**src/inc/depct_pkg.sv**
```systemverilog
// shared constants and types for the debug exit and pc tracking block
package depct_pkg;

    // ========================================================
    // widths
    localparam int WORD_W = 32;
    localparam int MODE_W = 5;

    // ========================================================
    // program counter steps, in word addresses
    localparam logic [31:0] WORD_BYTES      = 32'h0000_0004;
    localparam logic [31:0] BP_ENTRY_WORDS  = 32'h0000_0004;
    localparam logic [31:0] EXC_ENTRY_WORDS = 32'h0000_0003;
    localparam logic [31:0] INSTR_WORDS     = 32'h0000_0001;
    localparam logic [31:0] SYS_WORDS       = 32'h0000_0003;

    // the same steps in bytes
    localparam logic [31:0] BP_ENTRY_BYTES  = BP_ENTRY_WORDS * WORD_BYTES;
    localparam logic [31:0] EXC_ENTRY_BYTES = EXC_ENTRY_WORDS * WORD_BYTES;
    localparam logic [31:0] INSTR_BYTES     = INSTR_WORDS * WORD_BYTES;
    localparam logic [31:0] SYS_BYTES       = SYS_WORDS * WORD_BYTES;

    // ========================================================
    // reset values
    localparam logic [31:0]     PC_RESET   = 32'h0000_0000;
    localparam logic [MODE_W-1:0] MODE_RESET = 5'h00;

    // ========================================================
    // debug sequencer states
    typedef enum logic [2:0] {
        ST_RUN   = 3'b000,  // normal execution, memory qualifier
        ST_HOLD  = 3'b001,  // watchpoint with abort, entry held off
        ST_DEBUG = 3'b010,  // halted, debug qualifier
        ST_SYS   = 3'b011   // system-speed access out of debug
    } depct_state_type;

endpackage : depct_pkg

```
**src/design/depct_pc_track.sv**
```systemverilog
// program counter tracking register with load and add
`timescale 1ns/10ps
module depct_pc_track (
    input  wire logic        clk,
    input  wire logic        reset,
    input  wire logic        load,
    input  wire logic [31:0] load_value,
    input  wire logic        add_en,
    input  wire logic [31:0] add_value,
    output logic      [31:0] pc
);

    // ========================================================
    // pc register: load wins over add
    always_ff @(posedge clk) begin
        if (reset) begin
            pc <= depct_pkg::PC_RESET;
        end else if (load) begin
            pc <= load_value;
        end else if (add_en) begin
            pc <= pc + add_value;
        end
    end

endmodule : depct_pc_track

```
**src/design/depct_core.sv**
```systemverilog
// debug entry and exit sequencer with program counter tracking
// Behaviour
// - resumption waits until test port enters Run-Test/Idle
// - all cores resume together on shared Run-Test/Idle entry
// - debug acknowledge high while in debug state
// - pipeline flushed on entry, refetched on exit
// - last memory access in same cycle acknowledge rises
// - first new memory access in cycle after acknowledge falls
// - acknowledge may fall during system-speed access
// - control input forces acknowledge high across system-speed access
// - breakpoint entry advances pc by sixteen bytes
// - each debug instruction advances pc by four bytes
// - watchpoint entry steps pc like breakpoint
// - watchpoint with data abort held off until abort vector fetched
// - exception with watchpoint enters debug in exception mode
// - entry with exception advances pc by three words
// - debug request entry advances pc by three words
// - re-executed aborted watchpoint instruction re-enters debug
// - core clock qualified by memory or debug qualifier by state
// - return from system-speed access sets break bit high
`timescale 1ns/10ps
module depct_core (
    input  wire logic        clk,
    input  wire logic        reset,
    input  wire logic        memory_clock_qualifier,
    input  wire logic        debug_clock_qualifier,
    input  wire logic        force_ack,
    input  wire logic        bp_hit,
    input  wire logic        wp_hit,
    input  wire logic        dbg_request,
    input  wire logic        exception_pending,
    input  wire logic        data_abort,
    input  wire logic        abort_vector_fetched,
    input  wire logic [4:0]  exc_mode_in,
    input  wire logic [31:0] core_pc,
    input  wire logic        instr_load,
    input  wire logic        break_bit_in,
    input  wire logic        instr_is_branch,
    input  wire logic [31:0] branch_target,
    input  wire logic        mem_access_done,
    input  wire logic        tap_run_idle,
    input  wire logic        tap_resume_instr,
    output logic             debug_ack_out,
    output logic             core_debug_qual,
    output logic             mem_access_en,
    output logic             pipe_flush,
    output logic             pipe_refetch,
    output logic             resume_pulse,
    output logic             break_scan_bit,
    output logic             entry_with_exc,
    output logic      [4:0]  entry_mode,
    output logic      [31:0] pc_out
);

    depct_pkg::depct_state_type state;
    depct_pkg::depct_state_type next_state;
    logic        run_idle_prev;
    logic        resume_evt;
    logic        instr_exec;
    logic        pending_brk;
    logic        arm_exit;
    logic        arm_sys;
    logic        enter_debug;
    logic        entry_exc;
    logic        pc_load;
    logic [31:0] pc_load_value;
    logic        pc_add;
    logic [31:0] pc_add_value;

    // ========================================================
    // event decode
    // resume: rising entry to idle with resume instruction current
    assign resume_evt = tap_run_idle & ~run_idle_prev
                        & tap_resume_instr;
    assign instr_exec = instr_load & debug_clock_qualifier
                        & (state == depct_pkg::ST_DEBUG);
    assign enter_debug = (next_state == depct_pkg::ST_DEBUG)
                         & ((state == depct_pkg::ST_RUN)
                         | (state == depct_pkg::ST_HOLD));
    // entry that carries an exception or request steps by three
    assign entry_exc = (state == depct_pkg::ST_HOLD)
                       | (~bp_hit & wp_hit & exception_pending)
                       | (~bp_hit & ~wp_hit & dbg_request);

    // idle edge history
    always_ff @(posedge clk) begin
        if (reset) begin
            run_idle_prev <= 1'b0;
        end else begin
            run_idle_prev <= tap_run_idle;
        end
    end

    // ========================================================
    // next state
    always_comb begin
        next_state = state;
        case (state)
            depct_pkg::ST_RUN: begin
                if (memory_clock_qualifier) begin
                    if (~bp_hit & wp_hit & data_abort) begin
                        next_state = depct_pkg::ST_HOLD;
                    end else if (bp_hit | wp_hit | dbg_request) begin
                        next_state = depct_pkg::ST_DEBUG;
                    end
                end
            end
            depct_pkg::ST_HOLD: begin
                if (memory_clock_qualifier & abort_vector_fetched) begin
                    next_state = depct_pkg::ST_DEBUG;
                end
            end
            depct_pkg::ST_DEBUG: begin
                // nothing leaves debug before the idle entry
                if (resume_evt & arm_exit) begin
                    next_state = depct_pkg::ST_RUN;
                end else if (resume_evt & arm_sys) begin
                    next_state = depct_pkg::ST_SYS;
                end
            end
            depct_pkg::ST_SYS: begin
                if (memory_clock_qualifier & mem_access_done) begin
                    next_state = depct_pkg::ST_DEBUG;
                end
            end
            default: begin
                next_state = depct_pkg::ST_RUN;
            end
        endcase
    end

    // state register
    always_ff @(posedge clk) begin
        if (reset) begin
            state <= depct_pkg::ST_RUN;
        end else begin
            state <= next_state;
        end
    end

    // ========================================================
    // break-bit tracking of scanned instructions
    always_ff @(posedge clk) begin
        if (reset) begin
            pending_brk <= 1'b0;
            arm_exit    <= 1'b0;
            arm_sys     <= 1'b0;
        end else if (state != depct_pkg::ST_DEBUG
                     || next_state != depct_pkg::ST_DEBUG) begin
            pending_brk <= 1'b0;
            arm_exit    <= 1'b0;
            arm_sys     <= 1'b0;
        end else if (instr_exec) begin
            // high bit before a low-bit branch arms exit
            pending_brk <= break_bit_in;
            arm_exit    <= pending_brk & ~break_bit_in
                           & instr_is_branch;
            arm_sys     <= pending_brk & ~break_bit_in
                           & ~instr_is_branch;
        end
    end

    // ========================================================
    // acknowledge, qualifier select and memory access gate
    always_ff @(posedge clk) begin
        if (reset) begin
            debug_ack_out   <= 1'b0;
            core_debug_qual <= 1'b0;
            mem_access_en   <= 1'b1;
        end else begin
            // drops during system access unless forced
            debug_ack_out   <= (next_state == depct_pkg::ST_DEBUG)
                               | (force_ack
                               & (next_state == depct_pkg::ST_SYS));
            core_debug_qual <= (next_state == depct_pkg::ST_DEBUG);
            // lags the state by one cycle
            mem_access_en   <= (state != depct_pkg::ST_DEBUG);
        end
    end

    // ========================================================
    // pipeline flush, refetch and resume pulses
    always_ff @(posedge clk) begin
        if (reset) begin
            pipe_flush   <= 1'b0;
            pipe_refetch <= 1'b0;
            resume_pulse <= 1'b0;
        end else begin
            pipe_flush   <= enter_debug;
            pipe_refetch <= (state == depct_pkg::ST_DEBUG)
                            & (next_state == depct_pkg::ST_RUN);
            resume_pulse <= resume_evt & (arm_exit | arm_sys);
        end
    end

    // ========================================================
    // entry cause: break bit, mode and exception flag
    always_ff @(posedge clk) begin
        if (reset) begin
            break_scan_bit <= 1'b0;
            entry_with_exc <= 1'b0;
            entry_mode     <= depct_pkg::MODE_RESET;
        end else if (enter_debug) begin
            break_scan_bit <= ~bp_hit | (state == depct_pkg::ST_HOLD);
            entry_with_exc <= entry_exc;
            if (entry_exc & ~(dbg_request & ~wp_hit & ~bp_hit)) begin
                entry_mode <= exc_mode_in;
            end
        end else if (state == depct_pkg::ST_SYS
                     && next_state == depct_pkg::ST_DEBUG) begin
            break_scan_bit <= 1'b1;
        end
    end

    // ========================================================
    // pc update selection
    always_comb begin
        pc_load       = 1'b0;
        pc_load_value = core_pc;
        pc_add        = 1'b0;
        pc_add_value  = depct_pkg::INSTR_BYTES;
        case (state)
            depct_pkg::ST_RUN, depct_pkg::ST_HOLD: begin
                pc_load = 1'b1;
                if (enter_debug & entry_exc) begin
                    pc_load_value = core_pc
                                    + depct_pkg::EXC_ENTRY_BYTES;
                end else if (enter_debug) begin
                    pc_load_value = core_pc
                                    + depct_pkg::BP_ENTRY_BYTES;
                end
            end
            depct_pkg::ST_DEBUG: begin
                if (next_state == depct_pkg::ST_RUN) begin
                    pc_load       = 1'b1;
                    pc_load_value = branch_target;
                end else if (instr_exec) begin
                    pc_add = 1'b1;
                end
            end
            depct_pkg::ST_SYS: begin
                if (next_state == depct_pkg::ST_DEBUG) begin
                    pc_add       = 1'b1;
                    pc_add_value = depct_pkg::SYS_BYTES;
                end
            end
            default: begin
                pc_load = 1'b0;
            end
        endcase
    end

    // pc register
    depct_pc_track u_pc (
        .clk        (clk),
        .reset      (reset),
        .load       (pc_load),
        .load_value (pc_load_value),
        .add_en     (pc_add),
        .add_value  (pc_add_value),
        .pc         (pc_out)
    );
endmodule : depct_core

```
**config.mk**
```make
export PLATFORM = sky130hd
export DESIGN_NAME = depct_core
export DESIGN_NICKNAME = d
export VERILOG_FILES = /design/src/inc/depct_pkg.sv /design/src/design/depct_pc_track.sv /design/src/design/depct_core.sv
export SDC_FILE = /design/constraint.sdc
export NUM_CORES = 1
export LEC_CHECK = 0
export BUFFER_PORTS_ARGS = -buffer_cell sky130_fd_sc_hd__buf_2
export CELL_PAD_IN_SITES_DETAIL_PLACEMENT = 0
export CELL_PAD_IN_SITES_GLOBAL_PLACEMENT = 2
export CORE_MARGIN = 10
export CORE_UTILIZATION = 28
export DETAILED_ROUTE_END_ITERATION = 8
export GPL_TIMING_DRIVEN = 1
export PLACE_DENSITY = 0.83
export SLEW_MARGIN = 40
export SYNTH_ARGS = -nofsm -noshare
export SYNTH_HDL_FRONTEND = slang
export SYNTH_SLANG_ARGS = --single-unit
export TNS_END_PERCENT = 100
```
**constraint.sdc**
```tcl
create_clock -name clk -period 3.84 [get_ports clk]
set_clock_uncertainty 0.1 [all_clocks]
set_input_delay 0.576 -clock clk [delete_from_list [all_inputs] [get_ports clk]]
set_output_delay 0.576 -clock clk [all_outputs]
set_load 0.01 [all_outputs]
```
### Word-level counts from Yosys, hierarchy flattened

Index checks and enable logic that the tools add are counted.

* bitwise gates (word level): 38
* reduce and logical (&&, ||, !) cells: 9
* add/subtract/negate cells: 3
* equal/unequal tests: 7
* multiplexer cells: 24

Operators with widths (count)
* $mux 32: 5
* $pmux 32 s2: 1
* $add 32x4->32: 1
* $add 32x4->32 const B: 1
* $add 32x5->32 const B: 1
* $and 1x1->1: 24
* $mux 3: 7
* $eq 3x2->1 const B: 4
* $pmux 3 s4: 1
* $mux 4: 2
* $or 1x1->1: 8
* $logic_not 3->1: 2
* $mux 1: 6
* $ne 3x2->1 const B: 2
* $not 1->1: 6
* $pmux 1 s2: 2
* $reduce_bool 2->1: 2
* $reduce_or 2->1: 2
* $eq 3x1->1 const B: 1
* $reduce_and 2->1: 1
* $logic_and 1x1->1: 1
* $logic_or 1x1->1: 1

* output and inout port bits: 45
* bits in registers: 52
* bits of input ports: 86
* logic and storage cells: 96

### Longest topological paths before layout

Gate-level depths: netlist (run 1).

* depth in word-level cells: 13
* gate-level depth with buffers: 11
* gate-level depth less buffers: 10

### Hierarchy

From an unflattened synthesis (run 1), not the netlist that was laid out.

* cell total of the unflattened synthesis: 754
* area, all modules: 5400.2 sq um

By module, submodules not included
* depct_pc_track: area an instance 3323.2 sq um, cells each 447, instances 1, sequential area each 640.6 sq um
* depct_core: area an instance 2077.0 sq um, cells each 307, instances 1, sequential area each 400.4 sq um

### Worst setup path before layout (run 1)

Ideal clock, no wire load.

* path type: flip-flop to flip-flop
* from: reg state[0]
* to: reg u_pc.pc[26]
* clock period less this slack: 2.732 ns
* stages on the path, launching flop included: 11
* path buffers: 0
* data required time: 3.654 ns
* library setup time: 0.086 ns
* setup slack: 1.108 ns
* data arrival time: 2.546 ns
* path through: dfxtp_1 -> or2b_1 -> nor2_1 -> fa_1 -> and3_1 -> nand3_1 -> nor3_1 -> nand4_1 -> xnor2_1 -> o221ai_1 -> a211oi_1

* cells in the longest elaborated chain, start to end: 10
* elaborated cells between the ends (all ways): 37
* those cells by class: add/sub (1); eq/ne (4); mux (22); bitwise (6); reduce/logical (4)

RTL lines
* from (decl): line depct_core.sv:55 `depct_pkg::depct_state_type state;`
* from (signal assigned): line depct_core.sv:135 `state <= depct_pkg::ST_RUN;`
* from (signal assigned): line depct_core.sv:137 `state <= next_state;`
* $mux 3: line depct_core.sv:103 `end else if (bp_hit | wp_hit | dbg_request) begin`
* $mux 3: line depct_core.sv:101 `if (~bp_hit & wp_hit & data_abort) begin`
* $mux 3: line depct_core.sv:100 `if (memory_clock_qualifier) begin`
* $pmux 3 s4: line depct_core.sv:98 `case (state)`
* $eq 3x2->1: line depct_core.sv:77, depct_core.sv:242
* $mux 4 / $and 1x1->1 (equally long branches): line depct_core.sv:242, depct_core.sv:78
* $mux 4 (tied with other cells): line depct_core.sv:222 `case (state)`
* $add 32x4->32 / $mux 32 (equally long branches): line depct_pc_track.sv:21, depct_core.sv:225
* $mux 32 / $pmux 32 s2 (equally long branches): line depct_pc_track.sv:20, depct_core.sv:222
* $mux 32: line depct_pc_track.sv:18 `end else if (load) begin`
* to (signal assigned): line depct_pc_track.sv:17 `pc <= depct_pkg::PC_RESET;`
* to (signal assigned): line depct_pc_track.sv:19 `pc <= load_value;`
* to (signal assigned): line depct_pc_track.sv:21 `pc <= pc + add_value;`
* to (decl): line depct_pc_track.sv:10 `output logic [31:0] pc`

Parallel ways exist; a longest one is shown, timed or not. The select of a mux whose other input is x is not followed.
A chain may end at the register's enable or synchronous reset.

### Worst setup path after layout (run 1)

Same ends and word-level chain as after synthesis.

==> results of run 1 <==
worst register-to-register path, stage by stage (launching register included):
cell	delay [ns]
dfxtp_1	0.50
or2b_1	0.31
nor2_1	0.28
fa_1	0.27
and3_1	0.21
nand3_1	0.22
nor3_1	0.60
nand4_1	0.19
xnor2_1	0.17
o221ai_1	0.11
a211oi_1	0.21
power groups by stage:
stage	Sequential (mW)	Clock [mW]	Combinational (mW)
after global placement	0.644	0	0.345
after CTS	0.631	0.565	0.349
after floorplan	0.643	0	0.187
after global routing	0.639	0.580	0.383
after detailed placement	0.644	0	0.348
final	0.631	0.549	0.346
metal layers:
| metal | up-vias | share of wire | track usage |
|---|---|---|---|
| met4 | 0 | 0.014 | 0.0420 |
| met5 | - | 0 | 0 |
| met2 | 117 | 0.46 | 0.257 |
| met1 | 1932 | 0.46 | 0.213 |
| li1 | 2044 | - | - |
| met3 | 10 | 0.067 | 0.0326 |
metrics by stage:
stage                     total power [mW]  std cells  setup WS (ns)  utilization
after floorplan                      0.829        482           1.11            -
after global placement               0.988        770          0.628        0.348
after detailed placement             0.991        770          0.542        0.348
after CTS                             1.54        778          0.595        0.361
after global routing                  1.60        778          0.358        0.361
final                                 1.53        778          0.597        0.361
cells by family after synthesis:
| family | Yosys count | share of synthesized area |
|---|---|---|
| AND/OR/NAND/NOR | 217 | 0.302 |
| AO/OA/AOI/OAI | 124 | 0.252 |
| flip-flops | 52 | 0.273 |
| XOR/XNOR | 41 | 0.0941 |
| buffers and inverters | 35 | 0.0420 |
| multiplexers | 8 | 0.0216 |
| adder cells (fa/ha/maj) | 4 | 0.0151 |
| other | 1 | 0.000982 |
synth_stat cells (all sizes together) (5+ instances only):
cell	n	area, um^2
dfxtp	52	1040
nand2	52	195
nor2	51	194
nor3	25	135
a21oi	23	119
xnor2	21	184
xor2	20	175
o21ai	18	93.8
nand3	17	85.1
a211oi	15	138
a221oi	15	138
clkbuf	15	57.6
nand4	12	75.1
nor4	11	75.1
and3	10	62.6
buf	10	65.1
inv	10	37.5
a22oi	9	67.6
or3	7	53.8
a311oi	6	71.3
mux2i	6	60.1
nor2b	5	31.3
area by class of cell:
class,instances,share of cell area
multi-input combinational,395,0.546
sequential,52,0.217
timing repair buffer,137,0.147
tap,176,0.0459
clock buffer,6,0.0289
clock inverter,2,0.00808
inverter,10,0.00782
worst paths after layout:
kind                                  from           to  slack (ns)  depth (start not counted)
worst min-delay path            u_pc.pc[0]   u_pc.pc[0]        0.37                          2
worst min register to register  u_pc.pc[0]   u_pc.pc[0]        0.37                          2
worst max-delay path              state[0]  u_pc.pc[26]        0.60                         10
worst max register to register    state[0]  u_pc.pc[26]        0.60                         10
cell usage in the layout, fill, tap and decap left out, types with 4 or more instances in the layout:
master and count:
a211oi_2 5, a211oi_1 10, dfxtp_1 52, a21oi_1 22, nand3_1 17, or3_1 5
a221oi_1 14, and3_1 10, inv_1 10, buf_2 130, nor3_1 23, nand2_1 52
mux2i_1 6, a22oi_1 9, nor2b_1 5, nand4_1 12, nor2_1 49, nor4_1 10
or2_2 4, clkbuf_16 5, o21ai_0 15, nand2b_1 4, xnor2_1 21, buf_4 7
xor2_1 20
==> results by group, run 1 <==
Final layout
  – Most flop-heavy register: u_pc.pc
  – Final #Nets: 691
  – Reg area: 0.00104 mm^2
  – Final-layout fill cell count: 1464
  – Share of layout cells above drive strength 1: 0.297
  – Max reg flops: 32
  – Multi-input logic area: 0.00262 mm^2
  – Final instance area: 0.00480 mm^2
  – Number of diodes: 0
  – Largest registers: u_pc.pc: 32 flops, entry_mode: 5 flops, state: 3 flops
  – Area grow syn2layout: 25.7%

Job
  – Max-cap violation count: 0

STA
  – Least-Margin Pin Slew: 0.710 ns
  – Min Hold Slack: 0.368 ns
  – Fin. max-slew vios: 0
  – Min cycle time layout: 3.24 ns
  – Fin crit share: 0.845
  – RSZ-0062 raised after global routing: false
  – Setup TNS: 0 ns
  – # setup viols final: 0
  – Max transition margin: 0.527
  – Final Hold Viols: 0
  – Max Clk Rate: 0.308 GHz

Floorplan
  – Placement Rows: 42
  – Die area: 0.0187 mm^2
  – IO Count: 131
  – Initial Util: 0.287
  – DIE WIDTH: 137 um
  – Core ar.: 0.0133 mm^2
  – Die H: 137 um

Critical path
  – WS Path Type: reg2reg
  – Required time worst endpoint: 3.96 ns
  – CP startpoint kind: register
  – Critical Path Fanout Max: 7
  – Slowest cell delay on critical path: 0.60 ns
  – CP Cell Sequence: or2b_1 > nor2_1 > fa_1 > and3_1 > nand3_1 > nor3_1 > nand4_1 > xnor2_1 > o221ai_1 > a211oi_1
  – Top delay family on crit path: simple AND/OR/NAND/NOR gates
  – Worst path arrival time: 3.36 ns
  – WP buf/inv: 0
  – Critical Path Sink Type: register
  – Critical Path Slowest Stage Cell: nor3_1

Drt
  – Post-route ant nets: 0
  – DR pass1 iterations: 4
  – Total Wirelength: 15.1 mm
  – Vias per std cell: 5.27
  – Via count: 4103
  – Wire per inst: 19.4 um
  – Initial DRC Count: 209
  – DRC Markers: 0

Clock tree
  – CTS tree: yes
  – # resized after CTS: 0
  – Clk sinks: 52
  – Post-CTS setup buffer count: 0
  – Clk slew on worst S/H paths: 0.07 ns
  – Clock Latency Late Sink: 0.30 ns
  – Hold-fix buffers, CTS: 0
  – H-tree depth: 2
  – Root Buffer: clkbuf_16
  – Clock Path Buffers: 2
  – Total CTS buffers: 5

Power
  – VDD IR-drop max: 197 uV
  – Sw Pwr: 0.476 mW
  – Pwr Density: 318 mW/mm^2
  – Power share of the clock group: 0.360
  – Pint: 1.05 mW
  – Leak Pwr: 1.92 nW
  – Reg power frac: 0.414
  – Sw Ratio: 0.312
  – Comb pwr share: 0.227

Yosys
  – Register area share after synthesis: 0.273
  – Syn nets: 572
  – Most used flip-flop cell after synthesis: dfxtp_1
  – Syn Inst Count: 482
  – Post-synth EDFFs: 0
  – Ys Warns: 0
  – Syn Area/Cell: 7.92 um^2
  – Synth cell types: 81
  – Ys async rst share: 0
  – Post-Syn Area: 0.00382 mm^2
  – Seq cells post-synth: 52

GRT
  – Largest net degree at the start of global routing: 34
  – Antenna violations before repair: 0
  – Vias in the first global route: 4124
  – GRT Overall Usage: 0.160
  – Global route overflow: 0
  – First-pass GRT wire length: 23.5 mm

Place
  – Hpwl dp: 12.0 mm
  – Placed inst area: 0.00462 mm^2
  – GP Congestion: 0.871
  – IO buf count: 130

Outcome
  – Status: finished clean

Worst hold path
  – Worst hold path class: reg2reg
Power figures use the tool's default switching activity.
==> run 2, diff against run 1 <==
- CORE_UTILIZATION: 28 -> 25
- PLACE_DENSITY: 0.83 -> 0.79
- clock period: 3.84 -> 2.64 ns (I/O delays scaled with it)
==> results by group, run 2 (synthesis results as in run 1) <==
Place
  – Hpwl dp: 12.4 mm
  – Placed inst area: 0.00496 mm^2
  – IO buf count: 130
  – GP Congestion: 0.897

Final layout
  – Area grow syn2layout: 38.4%
  – Final instance area: 0.00528 mm^2
  – Utilization after layout: 0.350
  – Commonest cells after routing, fill and taps aside: 130 x buf_2, 52 x nand2_1, 51 x dfxtp_1, 48 x nor2_1, 45 x buf_4
  – Share of layout cells above drive strength 1: 0.373
  – Commonest non-fill, non-tap cell in the layout: buf_2
  – Max reg flops: 32
  – Final-layout fill cell count: 1639
  – Number of diodes: 0
  – Final #Nets: 736
  – Largest registers: u_pc.pc: 32 flops, entry_mode: 5 flops, state: 3 flops
  – Most flop-heavy register: u_pc.pc

Clock tree
  – Clock Latency Late Sink: 0.31 ns
  – Total CTS buffers: 5
  – Clock Path Buffers: 2
  – Clk sinks: 52
  – Clk slew on worst S/H paths: 0.07 ns
  – CTS tree: yes
  – Hold-fix buffers, CTS: 0
  – Root Buffer: clkbuf_16
  – H-tree depth: 2

Drt
  – Post-route ant nets: 0
  – DRC Markers: 0
  – Initial DRC Count: 315
  – Total Wirelength: 16.1 mm
  – Vias per std cell: 5.25
  – Via count: 4376
  – Wire per inst: 19.3 um
  – DR pass1 iterations: 5

GRT
  – Vias in the first global route: 4497
  – Gr busiest metal: met2
  – GR Util met2: 0.268
  – Largest net degree at the start of global routing: 33
  – First-pass GRT wire length: 24.1 mm
  – M3 GR Usage: 0.0360
  – Antenna violations before repair: 0
  – GRT Overall Usage: 0.149
  – M1 GR Usage: 0.172
  – Global route overflow: 0

Power
  – Leak Pwr: 2.18 nW
  – Pint: 1.49 mW
  – VDD IR-drop max: 212 uV
  – Reg power frac: 0.413
  – Power share of the clock group: 0.325
  – Pwr Density: 414 mW/mm^2
  – Sw Ratio: 0.318
  – Comb pwr share: 0.262
  – Sw Pwr: 0.697 mW
  – Total power: 2.19 mW

Critical path
  – WS Path Type: reg2reg
  – Critical Path Sink Type: register
  – Top delay family on crit path: compound AO/OA/AOI/OAI gates
  – CP Cell Sequence: buf_6 > nor4b_4 > o31ai_4 > a221o_2 > or3_4 > o31a_1 > a221oi_2
  – Worst path arrival time: 2.65 ns
  – Required time worst endpoint: 2.77 ns
  – CP startpoint kind: register
  – Slowest cell delay on critical path: 0.49 ns
  – WP buf/inv: 1
  – Critical Path Fanout Max: 7
  – Critical Path Slowest Stage Cell: a221o_2

Floorplan
  – Core ar.: 0.0151 mm^2
  – DIE WIDTH: 144 um
  – IO Count: 131
  – Die area: 0.0206 mm^2
  – Initial Util: 0.253
  – Placement Rows: 45
  – Die H: 144 um

Worst hold path
  – Worst hold path class: in2reg

STA
  – Setup TNS: 0 ns
  – Min cycle time layout: 2.52 ns
  – Max Clk Rate: 0.396 GHz
  – Least-Margin Pin Slew: 0.783 ns
  – Max transition margin: 0.478
  – Min Hold Slack: 0.204 ns
  – # setup viols final: 0
  – Final Hold Viols: 0
  – Fin crit share: 0.956
  – Fin. max-slew vios: 0

Job
  – Max-cap violation count: 0

Outcome
  – Status: finished clean
## run 2: cell types whose count changed in the layout (fill, tap and decap cells not counted), moves of 2 or more
cell	delta
a221o_1	-2
a221o_2	+2
buf_12	+2
buf_4	+38
buf_6	+3
nor3_1	-4
nor3_2	+2
nor3_4	+2
nor4_1	-5
nor4_2	+5
or3_4	+2
## run 2: final timing paths
| path | start | end | slack [ns] | cells after the start |
|---|---|---|---|---|
| hold reg to reg | u_pc.pc[0] | u_pc.pc[0] | 0.36 | 2 |
| setup / recovery | state[1] | u_pc.pc[28] | 0.12 | 7 |
| hold / removal | force_ack | debug_ack_out | 0.20 | 2 |
| setup reg to reg | state[1] | u_pc.pc[28] | 0.12 | 7 |
## run 2: area by class of cell
cell class                 count  area (um^2)  area share
tap                          188          235      0.0445
timing repair buffer         180         1060       0.201
sequential                    52         1040       0.197
clock buffer                   7          153      0.0289
inverter                      10         37.5     0.00710
multi-input combinational    397         2750       0.521
## run 2: power groups by stage
stage                     sequential (mW)  combinational (mW)  clock (mW)
after detailed placement            0.921               0.554           0
after global placement              0.920               0.549           0
after CTS                           0.903               0.557       0.732
after global routing                0.915               0.627       0.752
final                               0.904               0.575       0.711
after floorplan                     0.935               0.271           0
## run 2: routing by layer
metal  up-vias  share of wire  wire, um
met1      2108           0.42      6840
li1       2134              -         -
met2       118           0.51      8210
met3        16          0.054       873
met5         -              0         0
met4         0          0.013       208
## run 2: worst reg2reg max path, stage by stage (launching register included)
cell and delay (ns):
dfxtp_2 0.34, buf_6 0.13, nor4b_4 0.33, o31ai_4 0.15
a221o_2 0.49, or3_4 0.38, o31a_1 0.30, a221oi_2 0.23
## run 2: metrics by stage
stage          worst slack (ns)  std cells
3_5_place_dp            -0.0923        820
4_1_cts                -0.00364        827
3_3_place_gp            -0.0366        820
6_report                  0.115        834
5_1_grt                 -0.0202        834
2_1_floorplan            0.0256        482
## run 2: timing repair
item / 4_1_cts / 5_1_grt
resized for setup: 2 / 28
buffers inserted: 0 / 5
cloned: 0 / 2
endpoints found under the setup margin: 12 / 21
pin swaps: 0 / 11
